--- config.mk ---
export PLATFORM = sky130hd
export DESIGN_NAME = trs_tlb_replacement_select
export DESIGN_NICKNAME = d
export VERILOG_FILES = /design/src/trs_pkg.sv /design/src/trs_tlb_replacement_select.sv /design/src/trs_low_pick.sv
export SDC_FILE = /design/constraint.sdc
export NUM_CORES = 1
export LEC_CHECK = 0
export ABC_AREA = 0
export BUFFER_PORTS_ARGS = -buffer_cell sky130_fd_sc_hd__buf_2
export CORE_UTILIZATION = 40
export CTS_BUF_LIST = sky130_fd_sc_hd__clkbuf_8
export CTS_CLUSTER_DIAMETER = 50
export CTS_CLUSTER_SIZE = 24
export DETAILED_ROUTE_END_ITERATION = 10
export PLACE_DENSITY = 0.62
export SLEW_MARGIN = 0
export SYNTH_ARGS = -nofsm -noshare
export SYNTH_HDL_FRONTEND = slang
export SYNTH_SLANG_ARGS = --single-unit
--- constraint.sdc ---
create_clock -name aclk -period 6 [get_ports aclk]
set_input_delay 0.6 -clock aclk [delete_from_list [all_inputs] [get_ports aclk]]
set_output_delay 0.6 -clock aclk [all_outputs]
set_load 0.05 [all_outputs]
--- src/trs_pkg.sv ---
package trs_pkg;

	// ==================================================================
	// register byte offsets
	localparam logic [7:0] OFF_MEM_CTRL  = 8'h00;
	localparam logic [7:0] OFF_CTX_SIZES = 8'h04;
	localparam logic [7:0] OFF_STATUS    = 8'h08;
	localparam logic [7:0] OFF_MASK      = 8'h0C;
	localparam logic [7:0] OFF_FULL_VLD  = 8'h10;
	localparam logic [7:0] OFF_FULL_LOCK = 8'h14;
	localparam logic [7:0] OFF_FULL_USED = 8'h18;
	localparam logic [7:0] OFF_REFILLS   = 8'h1C;

	// ==================================================================
	// memory_control_reg fields
	localparam int BIT_FETCH_SIZE_SELECT = 0;
	localparam int BIT_DATA_SIZE_SELECT  = 1;
	localparam int BIT_FETCH_FORCE_FULL  = 2;
	localparam int BIT_DATA_FORCE_FULL   = 3;
	localparam logic [3:0] MEM_CTRL_RST  = 4'h0;

	// context page size fields, three bits each
	localparam int POS_FETCH_SIZE_A = 0;
	localparam int POS_FETCH_SIZE_B = 4;
	localparam int POS_DATA_SIZE_A  = 8;
	localparam int POS_DATA_SIZE_B  = 12;
	localparam logic [15:0] CTX_SIZES_RST = 16'h0000;

	// status / mask bits
	localparam int EV_DROPPED   = 0;
	localparam int EV_MULTI_HIT = 1;
	localparam int EV_PRIV_TRAP = 2;
	localparam logic [2:0] STATUS_RST = 3'h0;
	localparam logic [2:0] MASK_RST   = 3'h0;

	// ==================================================================
	// page sizes and identifiers
	localparam logic [2:0] PS_8K = 3'h0;
	localparam logic [2:0] PS_4M = 3'h3;
	localparam int TAG_IDX_LSB = 13;
	localparam int TAG_IDX_STEP = 3;
	localparam logic [7:0] ASI_PRIV_MAX = 8'h7F;

	localparam logic [1:0] RESP_OKAY   = 2'h0;
	localparam logic [1:0] RESP_SLVERR = 2'h2;

	typedef enum logic [1:0] {
		W_IDLE = 2'b01,
		W_RESP = 2'b10
	} trs_wstate_t;

endpackage

--- src/trs_tlb_replacement_select.sv ---
// Decided for this implementation: register access over AXI4-Lite and the register offsets.
`timescale 1ns/1ps
module trs_tlb_replacement_select
	import trs_pkg::*;
#(
	parameter int NUM_FULL   = 16,
	parameter int FULL_IDX_W = 4,
	parameter int NUM_SETS   = 64,
	parameter int SET_IDX_W  = 6,
	parameter int VA_W       = 48,
	parameter int ADDR_W     = 8
) (
	input  wire logic                  aclk,
	input  wire logic                  aresetn,
	input  wire logic                  ce,
	input  wire logic [ADDR_W-1:0]     s_axi_awaddr,
	input  wire logic                  s_axi_awvalid,
	output logic                       s_axi_awready,
	input  wire logic [31:0]           s_axi_wdata,
	input  wire logic [3:0]            s_axi_wstrb,
	input  wire logic                  s_axi_wvalid,
	output logic                       s_axi_wready,
	output logic [1:0]                 s_axi_bresp,
	output logic                       s_axi_bvalid,
	input  wire logic                  s_axi_bready,
	input  wire logic [ADDR_W-1:0]     s_axi_araddr,
	input  wire logic                  s_axi_arvalid,
	output logic                       s_axi_arready,
	output logic [31:0]                s_axi_rdata,
	output logic [1:0]                 s_axi_rresp,
	output logic                       s_axi_rvalid,
	input  wire logic                  s_axi_rready,
	output logic                       irq,
	input  wire logic                  refill_valid,
	input  wire logic                  refill_is_fetch,
	input  wire logic [2:0]            refill_page_size,
	input  wire logic                  refill_locked,
	input  wire logic                  refill_global,
	input  wire logic [VA_W-1:0]       refill_tag_addr,
	output logic                       refill_done,
	output logic                       refill_to_two_way,
	output logic                       refill_dropped,
	output logic [FULL_IDX_W-1:0]      refill_entry,
	output logic [SET_IDX_W-1:0]       refill_set_index,
	output logic                       refill_way,
	input  wire logic                  lookup_valid,
	input  wire logic [NUM_FULL-1:0]   lookup_match,
	input  wire logic                  lookup_identical,
	output logic                       lookup_hit,
	output logic [FULL_IDX_W-1:0]      lookup_entry,
	output logic                       lookup_multi_hit,
	input  wire logic                  direct_full_we,
	input  wire logic [FULL_IDX_W-1:0] direct_full_entry,
	input  wire logic                  direct_full_valid,
	input  wire logic                  direct_full_lock,
	input  wire logic                  direct_two_we,
	input  wire logic [SET_IDX_W-1:0]  direct_two_set,
	input  wire logic                  direct_two_way,
	input  wire logic                  direct_two_valid,
	input  wire logic                  access_valid,
	input  wire logic                  access_alternate,
	input  wire logic                  access_use_imm,
	input  wire logic [7:0]            access_imm_asi,
	input  wire logic [7:0]            access_asi_reg,
	input  wire logic [7:0]            access_implicit_asi,
	input  wire logic                  privilege_flag,
	output logic                       access_done,
	output logic [7:0]                 access_asi,
	output logic                       access_priv_trap
);
	import trs_pkg::*;

	// ==================================================================
	// state
	typedef struct packed {
		trs_wstate_t                  wst;
		logic                         aw_got;
		logic                         w_got;
		logic [ADDR_W-1:0]            awaddr;
		logic [31:0]                  wdata;
		logic [3:0]                   wstrb;
		logic [1:0]                   bresp;
		logic                         rvalid;
		logic [31:0]                  rdata;
		logic [1:0]                   rresp;
		logic [3:0]                   mem_ctrl;
		logic [15:0]                  ctx_sizes;
		logic [2:0]                   status;
		logic [2:0]                   mask;
		logic [31:0]                  refills;
		logic [NUM_FULL-1:0]          fvalid;
		logic [NUM_FULL-1:0]          flock;
		logic [NUM_FULL-1:0]          fused;
		logic [NUM_SETS-1:0][1:0]     tvalid;
		logic [NUM_SETS-1:0]          tnext;
		logic                         r_done;
		logic                         r_two;
		logic                         r_drop;
		logic [FULL_IDX_W-1:0]        r_entry;
		logic [SET_IDX_W-1:0]         r_set;
		logic                         r_way;
		logic                         l_hit;
		logic [FULL_IDX_W-1:0]        l_entry;
		logic                         l_multi;
		logic                         a_done;
		logic [7:0]                   a_asi;
		logic                         a_trap;
	} trs_state_t;

	trs_state_t st_reg;
	trs_state_t st_next;

	// ==================================================================
	// placement decision for fetch and data refills
	logic                  size_sel;
	logic                  force_full;
	logic [2:0]            ctx_a;
	logic [2:0]            ctx_b;
	logic                  size_ok;
	logic                  ok_two;
	logic [SET_IDX_W-1:0]  set_idx;
	logic [NUM_FULL-1:0]   eff_lock;
	logic                  all_locked;
	logic                  inv_found;
	logic [FULL_IDX_W-1:0] inv_idx;
	logic                  uu_found;
	logic [FULL_IDX_W-1:0] uu_idx;
	logic                  ul_found;
	logic [FULL_IDX_W-1:0] ul_idx;
	logic                  lm_found;
	logic [FULL_IDX_W-1:0] lm_idx;
	logic                  lm_many;
	logic [7:0]            sel_asi;

	always_comb
	begin
		size_sel   = refill_is_fetch ? st_reg.mem_ctrl[BIT_FETCH_SIZE_SELECT]
		                             : st_reg.mem_ctrl[BIT_DATA_SIZE_SELECT];
		force_full = refill_is_fetch ? st_reg.mem_ctrl[BIT_FETCH_FORCE_FULL]
		                             : st_reg.mem_ctrl[BIT_DATA_FORCE_FULL];
		ctx_a = refill_is_fetch ? st_reg.ctx_sizes[POS_FETCH_SIZE_A +: 3]
		                        : st_reg.ctx_sizes[POS_DATA_SIZE_A +: 3];
		ctx_b = refill_is_fetch ? st_reg.ctx_sizes[POS_FETCH_SIZE_B +: 3]
		                        : st_reg.ctx_sizes[POS_DATA_SIZE_B +: 3];
		// with selection off only the two fixed sizes fit
		size_ok = size_sel ? (refill_page_size == ctx_a || refill_page_size == ctx_b)
		                   : (refill_page_size == PS_8K || refill_page_size == PS_4M);
		ok_two = (!refill_locked || !refill_global) && size_ok && !force_full;
		set_idx = refill_tag_addr[TAG_IDX_LSB + TAG_IDX_STEP * int'(refill_page_size) +: SET_IDX_W];
	end

	// a lock bit on an empty slot means nothing, so it never blocks reuse
	assign eff_lock   = st_reg.fvalid & st_reg.flock;
	assign all_locked = &eff_lock;
	assign lm_many    = |(lookup_match & (lookup_match - NUM_FULL'(1)));

	trs_low_pick #(.N(NUM_FULL), .W(FULL_IDX_W)) u_pick_invalid (
		.req   (~st_reg.fvalid),
		.found (inv_found),
		.idx   (inv_idx)
	);
	trs_low_pick #(.N(NUM_FULL), .W(FULL_IDX_W)) u_pick_unused (
		.req   (~st_reg.fused & ~eff_lock),
		.found (uu_found),
		.idx   (uu_idx)
	);
	trs_low_pick #(.N(NUM_FULL), .W(FULL_IDX_W)) u_pick_unlocked (
		.req   (~eff_lock),
		.found (ul_found),
		.idx   (ul_idx)
	);
	trs_low_pick #(.N(NUM_FULL), .W(FULL_IDX_W)) u_pick_match (
		.req   (lookup_match),
		.found (lm_found),
		.idx   (lm_idx)
	);

	function automatic logic [31:0] merge(input logic [31:0] old, input logic [31:0] nw,
	                                      input logic [3:0] strb);
		logic [31:0] r;
		r = old;
		for (int b = 0; b < 4; b++)
		begin
			if (strb[b])
				r[8*b +: 8] = nw[8*b +: 8];
		end
		return r;
	endfunction

	// ==================================================================
	// next state
	logic [31:0] wv;
	logic [2:0]  ev;
	logic        wr_go;
	logic        rd_go;

	always_comb
	begin
		st_next = st_reg;
		ev      = 3'h0;
		wv      = 32'h0;
		wr_go   = 1'b0;
		rd_go   = s_axi_arvalid && !st_reg.rvalid;
		st_next.r_done = 1'b0;
		st_next.r_drop = 1'b0;
		st_next.a_done = 1'b0;
		st_next.l_hit  = 1'b0;
		st_next.l_multi = 1'b0;

		// lookups: lowest match serves, identical pairs are harmless
		if (lookup_valid && lm_found)
		begin
			st_next.l_hit   = 1'b1;
			st_next.l_entry = lm_idx;
			st_next.l_multi = lm_many && !lookup_identical;
			st_next.fused[lm_idx] = 1'b1;
		end

		// automatic refill
		if (refill_valid)
		begin
			st_next.r_done = 1'b1;
			st_next.r_two  = ok_two;
			st_next.r_set  = set_idx;
			if (ok_two)
			begin
				st_next.refills = st_reg.refills + 32'h1;
				if (!st_reg.tvalid[set_idx][0])
					st_next.r_way = 1'b0;
				else if (!st_reg.tvalid[set_idx][1])
					st_next.r_way = 1'b1;
				else
					st_next.r_way = st_reg.tnext[set_idx];
				st_next.tvalid[set_idx][st_next.r_way] = 1'b1;
				st_next.tnext[set_idx] = !st_next.r_way;
			end
			else if (all_locked)
			begin
				st_next.r_drop = 1'b1;
			end
			else
			begin
				st_next.refills = st_reg.refills + 32'h1;
				if (inv_found)
					st_next.r_entry = inv_idx;
				else if (uu_found)
					st_next.r_entry = uu_idx;
				else
				begin
					// after the clear every unlocked entry counts as unused
					st_next.fused   = '0;
					st_next.r_entry = ul_idx;
				end
				st_next.fvalid[st_next.r_entry] = 1'b1;
				st_next.flock[st_next.r_entry]  = refill_locked;
			end
		end

		// software writes go straight in, no placement
		if (direct_full_we)
		begin
			st_next.fvalid[direct_full_entry] = direct_full_valid;
			st_next.flock[direct_full_entry]  = direct_full_lock;
			st_next.fused[direct_full_entry]  = 1'b0;
		end
		if (direct_two_we)
			st_next.tvalid[direct_two_set][direct_two_way] = direct_two_valid;

		// identifier choice and privilege check
		if (access_valid)
		begin
			if (!access_alternate)
				sel_asi = access_implicit_asi;
			else if (access_use_imm)
				sel_asi = access_imm_asi;
			else
				sel_asi = access_asi_reg;
			st_next.a_done = 1'b1;
			st_next.a_asi  = sel_asi;
			st_next.a_trap = !privilege_flag && sel_asi <= ASI_PRIV_MAX;
		end
		else
		begin
			sel_asi = 8'h00;
		end

		ev[EV_DROPPED]   = st_next.r_drop;
		ev[EV_MULTI_HIT] = st_next.l_multi;
		ev[EV_PRIV_TRAP] = st_next.a_done && st_next.a_trap;

		// write channel
		case (st_reg.wst)
			W_IDLE:
			begin
				if (s_axi_awvalid && !st_reg.aw_got)
				begin
					st_next.aw_got = 1'b1;
					st_next.awaddr = s_axi_awaddr;
				end
				if (s_axi_wvalid && !st_reg.w_got)
				begin
					st_next.w_got = 1'b1;
					st_next.wdata = s_axi_wdata;
					st_next.wstrb = s_axi_wstrb;
				end
				wr_go = st_next.aw_got && st_next.w_got;
			end
			W_RESP:
			begin
				if (s_axi_bready)
					st_next.wst = W_IDLE;
			end
			default:
			begin
				st_next.wst = W_IDLE;
			end
		endcase

		// new events win over a clear in the same cycle
		st_next.status = st_reg.status | ev;
		if (wr_go)
		begin
			st_next.wst    = W_RESP;
			st_next.aw_got = 1'b0;
			st_next.w_got  = 1'b0;
			st_next.bresp  = RESP_OKAY;
			case (st_next.awaddr)
				OFF_MEM_CTRL:
				begin
					wv = merge({28'h0, st_reg.mem_ctrl}, st_next.wdata, st_next.wstrb);
					st_next.mem_ctrl = wv[3:0];
				end
				OFF_CTX_SIZES:
				begin
					wv = merge({16'h0, st_reg.ctx_sizes}, st_next.wdata, st_next.wstrb);
					st_next.ctx_sizes = wv[15:0] & 16'h7777;
				end
				OFF_STATUS:
				begin
					wv = merge(32'h0, st_next.wdata, st_next.wstrb);
					st_next.status = (st_reg.status & ~wv[2:0]) | ev;
				end
				OFF_MASK:
				begin
					wv = merge({29'h0, st_reg.mask}, st_next.wdata, st_next.wstrb);
					st_next.mask = wv[2:0];
				end
				OFF_FULL_VLD, OFF_FULL_LOCK, OFF_FULL_USED, OFF_REFILLS:
				begin
					// state views are read-only; writes are dropped quietly
					wv = 32'h0;
				end
				default:
				begin
					st_next.bresp = RESP_SLVERR;
				end
			endcase
		end

		// read channel
		if (st_reg.rvalid && s_axi_rready)
			st_next.rvalid = 1'b0;
		if (rd_go)
		begin
			st_next.rvalid = 1'b1;
			st_next.rresp  = RESP_OKAY;
			case (s_axi_araddr)
				OFF_MEM_CTRL:  st_next.rdata = {28'h0, st_reg.mem_ctrl};
				OFF_CTX_SIZES: st_next.rdata = {16'h0, st_reg.ctx_sizes};
				OFF_STATUS:    st_next.rdata = {29'h0, st_reg.status};
				OFF_MASK:      st_next.rdata = {29'h0, st_reg.mask};
				OFF_FULL_VLD:  st_next.rdata = 32'(st_reg.fvalid);
				OFF_FULL_LOCK: st_next.rdata = 32'(st_reg.flock);
				OFF_FULL_USED: st_next.rdata = 32'(st_reg.fused);
				OFF_REFILLS:   st_next.rdata = st_reg.refills;
				default:
				begin
					st_next.rdata = 32'h0;
					st_next.rresp = RESP_SLVERR;
				end
			endcase
		end
	end

	always_ff @(posedge aclk)
	begin
		if (!aresetn)
		begin
			st_reg           <= '0;
			st_reg.wst       <= W_IDLE;
			st_reg.mem_ctrl  <= MEM_CTRL_RST;
			st_reg.ctx_sizes <= CTX_SIZES_RST;
			st_reg.status    <= STATUS_RST;
			st_reg.mask      <= MASK_RST;
		end
		else if (ce)
		begin
			st_reg <= st_next;
		end
	end

	// ==================================================================
	// outputs
	assign s_axi_awready     = (st_reg.wst == W_IDLE) && !st_reg.aw_got;
	assign s_axi_wready      = (st_reg.wst == W_IDLE) && !st_reg.w_got;
	assign s_axi_bvalid      = (st_reg.wst == W_RESP);
	assign s_axi_bresp       = st_reg.bresp;
	assign s_axi_arready     = !st_reg.rvalid;
	assign s_axi_rvalid      = st_reg.rvalid;
	assign s_axi_rdata       = st_reg.rdata;
	assign s_axi_rresp       = st_reg.rresp;
	assign irq               = |(st_reg.status & st_reg.mask);
	assign refill_done       = st_reg.r_done;
	assign refill_to_two_way = st_reg.r_two;
	assign refill_dropped    = st_reg.r_drop;
	assign refill_entry      = st_reg.r_entry;
	assign refill_set_index  = st_reg.r_set;
	assign refill_way        = st_reg.r_way;
	assign lookup_hit        = st_reg.l_hit;
	assign lookup_entry      = st_reg.l_entry;
	assign lookup_multi_hit  = st_reg.l_multi;
	assign access_done       = st_reg.a_done;
	assign access_asi        = st_reg.a_asi;
	assign access_priv_trap  = st_reg.a_trap;

	// ==================================================================
	// checks
	a_lock_global_full: assert property (@(posedge aclk) disable iff (!aresetn)
		ce && refill_valid && refill_locked && refill_global |=> refill_done && !refill_to_two_way)
		else $error("locked global refill sent to two-way buffer");
	a_size_fixed_check: assert property (@(posedge aclk) disable iff (!aresetn)
		ce && refill_valid && !size_sel && refill_page_size != PS_8K
		&& refill_page_size != PS_4M |=> !refill_to_two_way)
		else $error("odd page size placed in two-way buffer");
	a_force_full_side: assert property (@(posedge aclk) disable iff (!aresetn)
		ce && refill_valid && force_full |=> !refill_to_two_way)
		else $error("force-full bit ignored");
	a_set_index_pick: assert property (@(posedge aclk) disable iff (!aresetn)
		ce && refill_valid && ok_two |=> refill_to_two_way
		&& refill_set_index == $past(set_idx))
		else $error("two-way set index wrong");
	a_first_invalid: assert property (@(posedge aclk) disable iff (!aresetn)
		ce && refill_valid && !ok_two && inv_found |=> !refill_dropped
		&& refill_entry == $past(inv_idx))
		else $error("not the lowest invalid entry");
	a_unused_unlocked: assert property (@(posedge aclk) disable iff (!aresetn)
		ce && refill_valid && !ok_two && !inv_found && uu_found
		|=> refill_entry == $past(uu_idx))
		else $error("not the lowest unused unlocked entry");
	a_used_clear_all: assert property (@(posedge aclk) disable iff (!aresetn)
		ce && refill_valid && !ok_two && !inv_found && !uu_found && !all_locked
		|=> st_reg.fused == '0 && refill_entry == $past(ul_idx))
		else $error("used bits not cleared on retry");
	a_drop_all_locked: assert property (@(posedge aclk) disable iff (!aresetn)
		ce && refill_valid && !ok_two && all_locked && !direct_full_we
		|=> refill_dropped && $stable(st_reg.fvalid) && $stable(st_reg.flock))
		else $error("refill not dropped with all entries locked");
	a_identical_no_err: assert property (@(posedge aclk) disable iff (!aresetn)
		ce && lookup_valid && lm_found && lookup_identical |=> lookup_hit && !lookup_multi_hit)
		else $error("identical entries flagged as multi-hit");
	a_hit_sets_used: assert property (@(posedge aclk) disable iff (!aresetn)
		ce && lookup_valid && lm_found && !refill_valid && !direct_full_we
		|=> st_reg.fused[lookup_entry])
		else $error("hit entry not marked used");
	a_implicit_ident: assert property (@(posedge aclk) disable iff (!aresetn)
		ce && access_valid && !access_alternate |=> access_asi == $past(access_implicit_asi))
		else $error("implicit identifier not used");
	a_priv_trap_low: assert property (@(posedge aclk) disable iff (!aresetn)
		ce && access_valid && access_alternate && !access_use_imm && !privilege_flag
		&& access_asi_reg <= ASI_PRIV_MAX |=> access_done && access_priv_trap)
		else $error("unprivileged low identifier not trapped");
endmodule

--- src/trs_low_pick.sv ---
`timescale 1ns/1ps
module trs_low_pick #(
	parameter int N = 16,
	parameter int W = 4
) (
	input  wire logic [N-1:0] req,
	output logic              found,
	output logic [W-1:0]      idx
);
	// scans downward so the lowest set bit is the last one written
	always_comb
	begin
		found = 1'b0;
		idx   = '0;
		for (int i = N - 1; i >= 0; i--)
		begin
			if (req[i])
			begin
				found = 1'b1;
				idx   = W'(i);
			end
		end
	end
endmodule

Word level (Yosys, flattened, before mapping)

Index checks and enable logic that the tools add are counted.

Add/sub/neg operators: 3
Multiply operators: 1
$lt $le $gt $ge: 15
Eq/ne operators: 22
Shift operators: 1
Muxes and demuxes: 193
Bitwise operators: 18
Reduce and logical (&&, ||, !) cells: 58

Operators with widths:

| cell                    | number |
|---|---|
| $mux W4                 | 71 |
| $pmux W32 S8            | 1 |
| $mux W254               | 1 |
| $mux W192               | 1 |
| $bwmux W128             | 1 |
| $mux W128               | 1 |
| $or A128 B128 Y128      | 1 |
| $mux W48                | 2 |
| $mux W80                | 1 |
| $mux W1                 | 70 |
| $and A16 B16 Y16        | 4 |
| $bwmux W64              | 1 |
| $eq A8 B5 Y1 const B    | 8 |
| $not A16 Y16            | 4 |
| $bwmux W16              | 3 |
| $mux W16                | 3 |
| $shiftx A48 B7 Y6       | 1 |
| $mux W46                | 1 |
| $mux W36                | 1 |
| $mux W35                | 1 |
| $add A32 B1 Y32 const B | 1 |
| $eq A8 B4 Y1 const B    | 4 |
| $mux W32                | 1 |
| $mux W8                 | 4 |
| other kinds (47)        | 124 |

Register bits: 409
Input bits: 177
Output and inout bits: 72
Word-level logic and storage cells: 409

Logic depth before layout (Yosys ltp)

Gate-level depths: netlist (run 1).

Word-level depth: 35
Depth in mapped cells: 24
Mapped depth without buffers: 13

By module

From an unflattened synthesis (run 1), not the netlist that was laid out.

Cell total of the unflattened synthesis: 2950
Area, all modules: 23831.6 um2

Modules (own cells, without submodules):

| module                     | times used | cells an instance | area an instance (um2) | sequential area each (um2) |
|---|---|---|---|---|
| trs_tlb_replacement_select | 1          | 2818              | 23115.9                | 7727.4 |
| trs_low_pick               | 4          | 33                | 178.9                  | 0.0 |

Least setup slack after synthesis (run 1)

OpenSTA, ideal clock, no wires.

Path type: input to register
Start point: input refill_page_size[0]
End point: register st_reg[100] in the netlist's numbering
Library setup time: 0.069 ns
Data arrival time: 5.164 ns
Required time: 5.931 ns
Setup slack: 0.767 ns
Stages on the path: 20
Buffers on the path: 7
Cell sequence: buf_2 > inv_1 > buf_1 > ha_1 > buf_2 > buf_6 > mux2_4 > mux2i_1 > o32ai_1 > nor4_2 > buf_4 > mux2_2 > a221oi_1 > o22ai_1 > o2bb2ai_1 > or4b_4 > buf_6 > buf_6 > or4_1 > o21ai_1

Longest elaborated chain between the ends: 20

Ends and longest elaborated chain:

| what                                                            | line                                                                                                    | text |
|---|---|---|
| start, declared                                                 | trs_tlb_replacement_select.sv:36                                                                        | `input wire logic [2:0] refill_page_size,` |
| $mul A2 B3 Y5                                                   | trs_tlb_replacement_select.sv:149                                                                       | `set_idx = refill_tag_addr[TAG_IDX_LSB + TAG_IDX_STEP * int'(refill_page_size) +: SET_IDX_W];` |
| $add A4 B5 Y6                                                   | trs_tlb_replacement_select.sv:149                                                                       |  |
| $shiftx A48 B7 Y6                                               | trs_tlb_replacement_select.sv:149                                                                       |  |
| $bmux W1 S6 / $bmux W2 S6 (equally long branches)               | trs_tlb_replacement_select.sv:233, trs_tlb_replacement_select.sv:228, trs_tlb_replacement_select.sv:230 |  |
| $mux W1 (implied by the code) / $mux W2 (equally long branches) | trs_tlb_replacement_select.sv:233, trs_tlb_replacement_select.sv:230                                    |  |
| $mux W1                                                         | trs_tlb_replacement_select.sv:230                                                                       | `else if (!st_reg.tvalid[set_idx][1])` |
| $mux W1                                                         | trs_tlb_replacement_select.sv:228                                                                       | `if (!st_reg.tvalid[set_idx][0])` |
| $mux W1                                                         | trs_tlb_replacement_select.sv:225                                                                       | `if (ok_two)` |
| [... 4 more ...]                                                | --                                                                                                      |  |
| $demux W1 S1                                                    | trs_tlb_replacement_select.sv:234                                                                       | `st_next.tvalid[set_idx][st_next.r_way] = 1'b1;` |
| $mux W2 (implied by the code)                                   | trs_tlb_replacement_select.sv:234                                                                       |  |
| $demux W2 S6                                                    | trs_tlb_replacement_select.sv:234                                                                       |  |
| $or A128 B128 Y128 (no line)                                    | --                                                                                                      |  |
| $mux W192 (*)                                                   | trs_tlb_replacement_select.sv:225                                                                       |  |
| $mux W254 (*)                                                   | trs_tlb_replacement_select.sv:220                                                                       | `if (refill_valid)` |
| $bwmux W128                                                     | trs_tlb_replacement_select.sv:267                                                                       | `st_next.tvalid[direct_two_set][direct_two_way] = direct_two_valid;` |
| $mux W128 (*)                                                   | trs_tlb_replacement_select.sv:266                                                                       | `if (direct_two_we)` |
| end signal, assigned                                            | trs_tlb_replacement_select.sv:398                                                                       | `st_reg <= st_next;` |
| end, declared                                                   | trs_tlb_replacement_select.sv:110                                                                       | `trs_state_t st_reg;` |

Mark *: on every way between the ends. The rest lies on a longest branch, timed or not. The select of a mux whose other input is x is not followed.
A chain may end at the register's enable or synchronous reset.

==> results of run 1 <==
## Yosys cell counts, types with 9 or more instances
master / number
buf_2: 24
nand4_1: 16
o22ai_1: 128
and2_1: 19
o31ai_1: 11
xor2_1: 24
buf_1: 23
a2111oi_0: 9
a31oi_1: 82
o21ai_0: 160
a211oi_1: 51
buf_4: 65
nor4b_1: 10
nor3_1: 100
dfxtp_1: 386
inv_1: 22
a22oi_1: 32
a21oi_1: 223
nor2_1: 315
mux2_2: 32
a221oi_1: 29
a311oi_1: 9
nor4_1: 13
mux2_1: 10
nand2_1: 276
o221ai_1: 66
and3_1: 12
nor2b_1: 11
o211ai_1: 9
or4_1: 52
buf_6: 17
a21boi_0: 11
mux4_2: 21
clkbuf_1: 192
xnor2_1: 10
o22a_1: 18
nand3_1: 75
or3_1: 26
nand3b_1: 9
a222oi_1: 14
nor3b_1: 9
o21ai_1: 10
mux2i_1: 195
nand2b_1: 17
and4_1: 12
## worst max-delay path, delay by kind of cell
kind                       cells  cell delay, ns
and+or+nand+nor                6            2.48
adders and majority gates      2            0.65
buffers and inverters          4            1.05
AOI/OAI and AO/OA              3            0.74
xor gates and xnor gates       1            0.27
## per-layer routing
metal	global-route usage, %	vias up	share of wire [%]
met2	45.1	1265	46
met4	14.0	4	4.7
met5	0	-	0.026
met3	4.32	270	7.9
li1	-	11200	-
met1	35.6	11800	41
## area by class of cell
class	count	area, sq um
antenna	1	2.50
tap	765	957
clock inverter	38	323
inverter	23	91.3
fill	5847	32200
timing repair buffer	290	1740
sequential	386	7730
multi-input combinational	2243	14300
clock buffer	53	729
## cell families (layout without fill, tap and decap cells)
family | count (synthesis) | in the layout | synth area share, %
XOR/XNOR | 35 | 35 | 1.32
adder cells (fa/ha/maj) | 8 | 8 | 0.433
buffers and inverters | 344 | 404 | 7.14
multiplexers | 261 | 261 | 12.4
AND/OR/NAND/NOR | 999 | 999 | 20.2
AO/OA/AOI/OAI | 938 | 938 | 25.9
flip-flops | 386 | 386 | 32.6
other | 1 | 3 | 0.0158
## report_power, final
group | switching (mW) | internal [mW] | leakage, nW
logic | 1.36 | 0.602 | 5.32
clock network | 1.20 | 0.925 | 0.533
registers | 0.0280 | 2.59 | 3.12
total | 2.58 | 4.12 | 8.97
## path summary, 6_finish.rpt
| check | cells past startpoint | to |
|---|---|---|
| hold / removal | 3 | st_reg[382] |
| hold reg to reg | 2 | s_axi_rdata[19] |
| setup reg to reg | 10 | st_reg[240] |
| setup / recovery | 16 | flop |
==> flow_summary_export.csv, run 1 <==
group,metric,value,unit
run_status,status,"complete, no violations",
critical_path,crit-reg2reg-launch,"st_reg[266]",
clock_tree,postCtsResizedCells,0,
finish,post-route-cell-area,25900,sq um
critical_path,worst_path_largest_cell_delay,0.80,ns
global_route,antenna_found_initial,3,
global_route,grt_pass1_vias,22900,
clock_tree,cts_made_buffers,49,
synth,netlist.area_leader.share,32.6,%
floorplan,core,58100,sq um
floorplan,ios,249,
sta,fin_ws,0.735,ns
synth,synthFlopType,"dfxtp_1",
global_route,groute.usage.overall,27.8,%
sta,setup_viol,0,
critical_path,cp.arrival,5.85,ns
synth,synth_edf_count,0,
placed_design,dp_hpwl,59400,um
floorplan,dieArea,60300,sq um
critical_path,endpoint_kind,"flop",
sta,tightest_slew,1.25,ns
critical_path,critPathKind,"in2reg",
synth,yosys.area.top_type,"dfxtp_1",
power,vdd_drop_max,0.000181,V
synth,syn_inst,2972,
sta,finalClockSkew,0.0282,ns
finish,drive_above_1_share,15.8,%
drt,post_drt_wl_per_cell,23.1,um
sta,whs,0.178,ns
drt,drt-initial-drc-count,2631,
finish,area_growth,9.31,%
power,leakagePower,8.97,nW
sta,period_share,87.7,%
sta,rsz0062_at_grt,"false",
drt,route.vias.total,24500,
finish,finalNonFillerCells,3799,
synth,yosysWarnings,0,
worst_hold_path,hp-start,"s_axi_wdata[13]",
placed_design,io_buffer_count,212,
placed_design,place_congestion,0.953,
worst_hold_path,min_path_type,"in2reg",
run,drv_cap,0,
critical_path,path_cells,"buf_2 -> ha_1 -> fa_1 -> xor2_2 -> buf_4 -> nand2_1 -> nor4b_1 -> or4_1 -> nor2_1 -> a221oi_1 -> o22a_1 -> nor2_1 -> or4b_4 -> buf_12 -> buf_4 -> a31oi_1",
clock_tree,clk_latency,0.68,ns
synth,ys_seq_area_share,32.6,%
clock_tree,cts-hold-fix-buffers,0,
drt,drc,0,
critical_path,regToRegSetupSlack,1.60,ns
power,power,6.70,mW
synth,synthArstFlopShare,0,%
finish,final_cell_mix,"dfxtp_1, nor2_1, nand2_1",
global_route,grt_pass1_wl,133000,um
critical_path,crit_path_top_delay_cell,"or4b_4",
floorplan,rows,88,
synth,syn-cell-area,23700,sq um
sta,final-max-slew-violation-count,0,
clock_tree,cts_tree,"built",
sta,hold_violations,0,
floorplan,initial_utilization,40.8,%
critical_path,worstSetupStartpointType,"input pin",
synth,synthTopCellsByArea,"dfxtp_1, mux2i_1, nor2_1",
drt,drt-vias-per-instance,6.44,
global_route,grt-ovfl-total,0,
synth,ys_ff_latch,386,
drt,ant_nets,0,
critical_path,cp_max_fo,97,
floorplan,die_h,245,um
synth,synth.distinct_cells,91,
sta,fin_crit,5.26,ns
clock_tree,worst_setup_hold_path_clk_slew,0.09,ns
clock_tree,cts_setup_buffers,0,
finish,final_common_cell,"dfxtp_1",
sta,fin_tns_setup,0,ns
finish,finalCoreUtilization,44.6,%
global_route,grt_max_degree,154,
clock_tree,clock_path_buffers,3,
finish,nNetsFinal,3176,
clock_tree,cts_num_sinks,386,
drt,routed_wl,87700,um
drt,first_pass_iters,6,
placed_design,place_area,24900,sq um
synth,avgSynthCellArea,7.98,sq um
clock_tree,htreeDepth,2,
sta,max_freq,190,MHz
placed_design,dp_cells,3707,
critical_path,startpoint,"refill_page_size[1]",
power,power.density,258,nW/um^2
clock_tree,root_buffer,"clkbuf_8",
sta,relSlewSlack,16.6,%
floorplan,die_w,245,um
critical_path,crit_required,6.59,ns
placed_design,pre_cts_slack,0.179,ns
Power figures use the tool's default switching activity.
==> run 2: changes to the inputs <==
--- a/config.mk
+++ b/config.mk
@@ -7,8 +7,10 @@
 export LEC_CHECK = 0
 export ABC_AREA = 0
 export BUFFER_PORTS_ARGS = -buffer_cell sky130_fd_sc_hd__buf_2
+export CORE_ASPECT_RATIO = 1.5
+export CORE_MARGIN = 4
 export CORE_UTILIZATION = 40
-export CTS_BUF_LIST = sky130_fd_sc_hd__clkbuf_8
+export CTS_BUF_LIST = sky130_fd_sc_hd__clkbuf_16
 export CTS_CLUSTER_DIAMETER = 50
 export CTS_CLUSTER_SIZE = 24
 export DETAILED_ROUTE_END_ITERATION = 10
==> run 2 against run 1 <==
  * Register-to-register slack improved by 0.23 ns
  * Clock skew is 0.011 ns higher
  * Routed wire length increased by 3.0%
  * Largest cell class unchanged
  * Core utilization increased by 0.19 points
  * Critical path depth grew 2
  * Combinational power hardly changed
==> flow_summary_export.csv, run 2 (synthesis gave the netlist of run 1 again) <==
group,metric,value,unit
run_status,status,"complete, no violations",
critical_path,crit-reg2reg-launch,"st_reg[258]",
drt,first_pass_iters,7,
placed_design,io_buffer_count,212,
critical_path,endpoint_kind,"flop",
clock_tree,htreeDepth,2,
sta,finalClockSkew,0.0390,ns
finish,post-route-cell-area,26300,sq um
power,power,7.38,mW
placed_design,place_area,24800,sq um
clock_tree,clock_path_buffers,3,
worst_hold_path,min_path_type,"in2reg",
critical_path,crit_path_top_delay_cell,"nor4_4",
global_route,grt_pass1_vias,23700,
critical_path,path_cells,"buf_2 -> inv_1 -> ha_2 -> buf_12 -> buf_4 -> mux2i_1 -> mux2_2 -> a211oi_1 -> nor4_4 -> buf_4 -> nor2_1 -> a221oi_1 -> o21a_1 -> o22ai_1 -> or4b_4 -> buf_4 -> or3_1 -> o21ai_0",
drt,post_drt_wl_per_cell,23.8,um
drt,ant_nets,0,
clock_tree,cts_tree,"built",
clock_tree,cts_setup_buffers,0,
global_route,groute.usage.overall,27.0,%
critical_path,crit_buf_inv,6,
global_route,grt-ovfl-total,0,
clock_tree,root_buffer,"clkbuf_16",
global_route,antenna_found_initial,1,
power,power.density,280,nW/um^2
placed_design,dp_hpwl,63200,um
sta,rsz0062_at_grt,"false",
critical_path,r2r-end,"st_reg[240]",
finish,final_common_cell,"dfxtp_1",
critical_path,worstSetupStartpointType,"input pin",
sta,tightest_slew,1.23,ns
floorplan,die_h,306,um
drt,route.vias.total,24400,
floorplan,initial_utilization,40.3,%
worst_hold_path,min_to,"st_reg[382]",
global_route,grt_max_degree,156,
clock_tree,cts-hold-fix-buffers,0,
floorplan,die_w,207,um
power,leakagePower,9.12,nW
sta,max_freq,184,MHz
run,drv_cap,0,
clock_tree,clk_latency,0.60,ns
power,vdd_drop_max,0.000216,V
critical_path,crit_required,6.51,ns
critical_path,crit_top_cell,"buf_4",
sta,hold_violations,0,
sta,final-max-slew-violation-count,0,
drt,routed_wl,90300,um
clock_tree,cts_made_buffers,38,
sta,setup_viol,0,
clock_tree,cts_num_sinks,386,
drt,drt-initial-drc-count,2584,
finish,final_cell_mix,"dfxtp_1, nor2_1, nand2_1",
drt,drc,0,
worst_hold_path,whs_path_depth,3,
placed_design,place_congestion,0.957,
critical_path,worst_path_largest_cell_delay,0.90,ns
clock_tree,worst_setup_hold_path_clk_slew,0.08,ns
sta,relSlewSlack,17.8,%
clock_tree,postCtsResizedCells,0,
floorplan,dieArea,63300,sq um
finish,nNetsFinal,3159,
floorplan,ios,249,
finish,area_growth,11.0,%
critical_path,cp_top_family,"simple AND/OR/NAND/NOR gates",
worst_hold_path,hp-start,"s_axi_wdata[13]",
critical_path,critPathKind,"in2reg",
critical_path,cp.arrival,5.96,ns
finish,drive_above_1_share,15.2,%
critical_path,reg2regPathDepth,11,
sta,period_share,90.8,%
drt,drt-vias-per-instance,6.46,
sta,fin_crit,5.45,ns
sta,fin_tns_setup,0,ns
finish,finalCoreUtilization,44.8,%
floorplan,core,58800,sq um
floorplan,rows,109,
critical_path,cp_max_fo,54,
global_route,grt_pass1_wl,137000,um
critical_path,regToRegSetupSlack,1.83,ns
-- run 2: worst max-delay path by stage --
| stage | start | cells after the start | endpoint | slack [ns] |
|---|---|---|---|---|
| 3_3_place_gp | refill_page_size[0] | 17 | st_reg[118] | 0.05 |
| 3_5_place_dp | refill_page_size[1] | 18 | st_reg[112] | 0.04 |
| 6_report | refill_page_size[1] | 18 | st_reg[118] | 0.55 |
| 2_1_floorplan | refill_page_size[0] | 20 | st_reg[100] | 0.77 |
| 4_1_cts | refill_page_size[1] | 18 | st_reg[112] | 0.65 |
| 5_1_grt | refill_page_size[1] | 18 | st_reg[118] | 0.41 |
-- run 2: per-stage QoR --
step	instances	hold WS, ns	setup slack (ns)
after global routing	3784	0.261	0.407
after floorplan	2973	0.431	0.767
after detailed placement	3713	0.443	0.0437
after CTS	3783	0.243	0.654
after global placement	3713	0.439	0.0542
final	3785	0.272	0.552
-- run 2: where the power goes --
group	total [mW]	switching (mW)	internal, mW
Sequential	2.62	0.0283	2.59
Combinational	1.98	1.38	0.598
Clock	2.78	1.33	1.45
-- run 2: cell type report --
| class | count | area [sq um] |
|---|---|---|
| timing repair buffer | 284 | 1710 |
| fill | 5841 | 32500 |
| sequential | 386 | 7730 |
| clock buffer | 41 | 1030 |
| clock inverter | 29 | 445 |
| multi-input combinational | 2243 | 14300 |
| tap | 777 | 972 |
| inverter | 23 | 91.3 |
| antenna | 2 | 5.00 |
-- run 2: worst reg2reg max path, stage by stage (launching register included) --
cell and delay [ns]:
dfxtp_1 0.55, a21oi_1 0.14, or2_2 0.30, nor3_1 0.30
nand4_1 0.28, o31ai_1 0.29, a32oi_1 0.09, buf_4 0.21
nand2b_1 0.35, a211oi_1 0.93, a221oi_1 0.17, a2111oi_0 0.42
-- run 2: per-layer routing --
layer / up-vias / routed length [um] / global-route usage, %
li1: 11100 / - / -
met4: 0 / 6850 / 18.0
met2: 1221 / 45100 / 47.1
met1: 11700 / 32000 / 30.0
met3: 338 / 6380 / 4.09
met5: - / 0 / 0
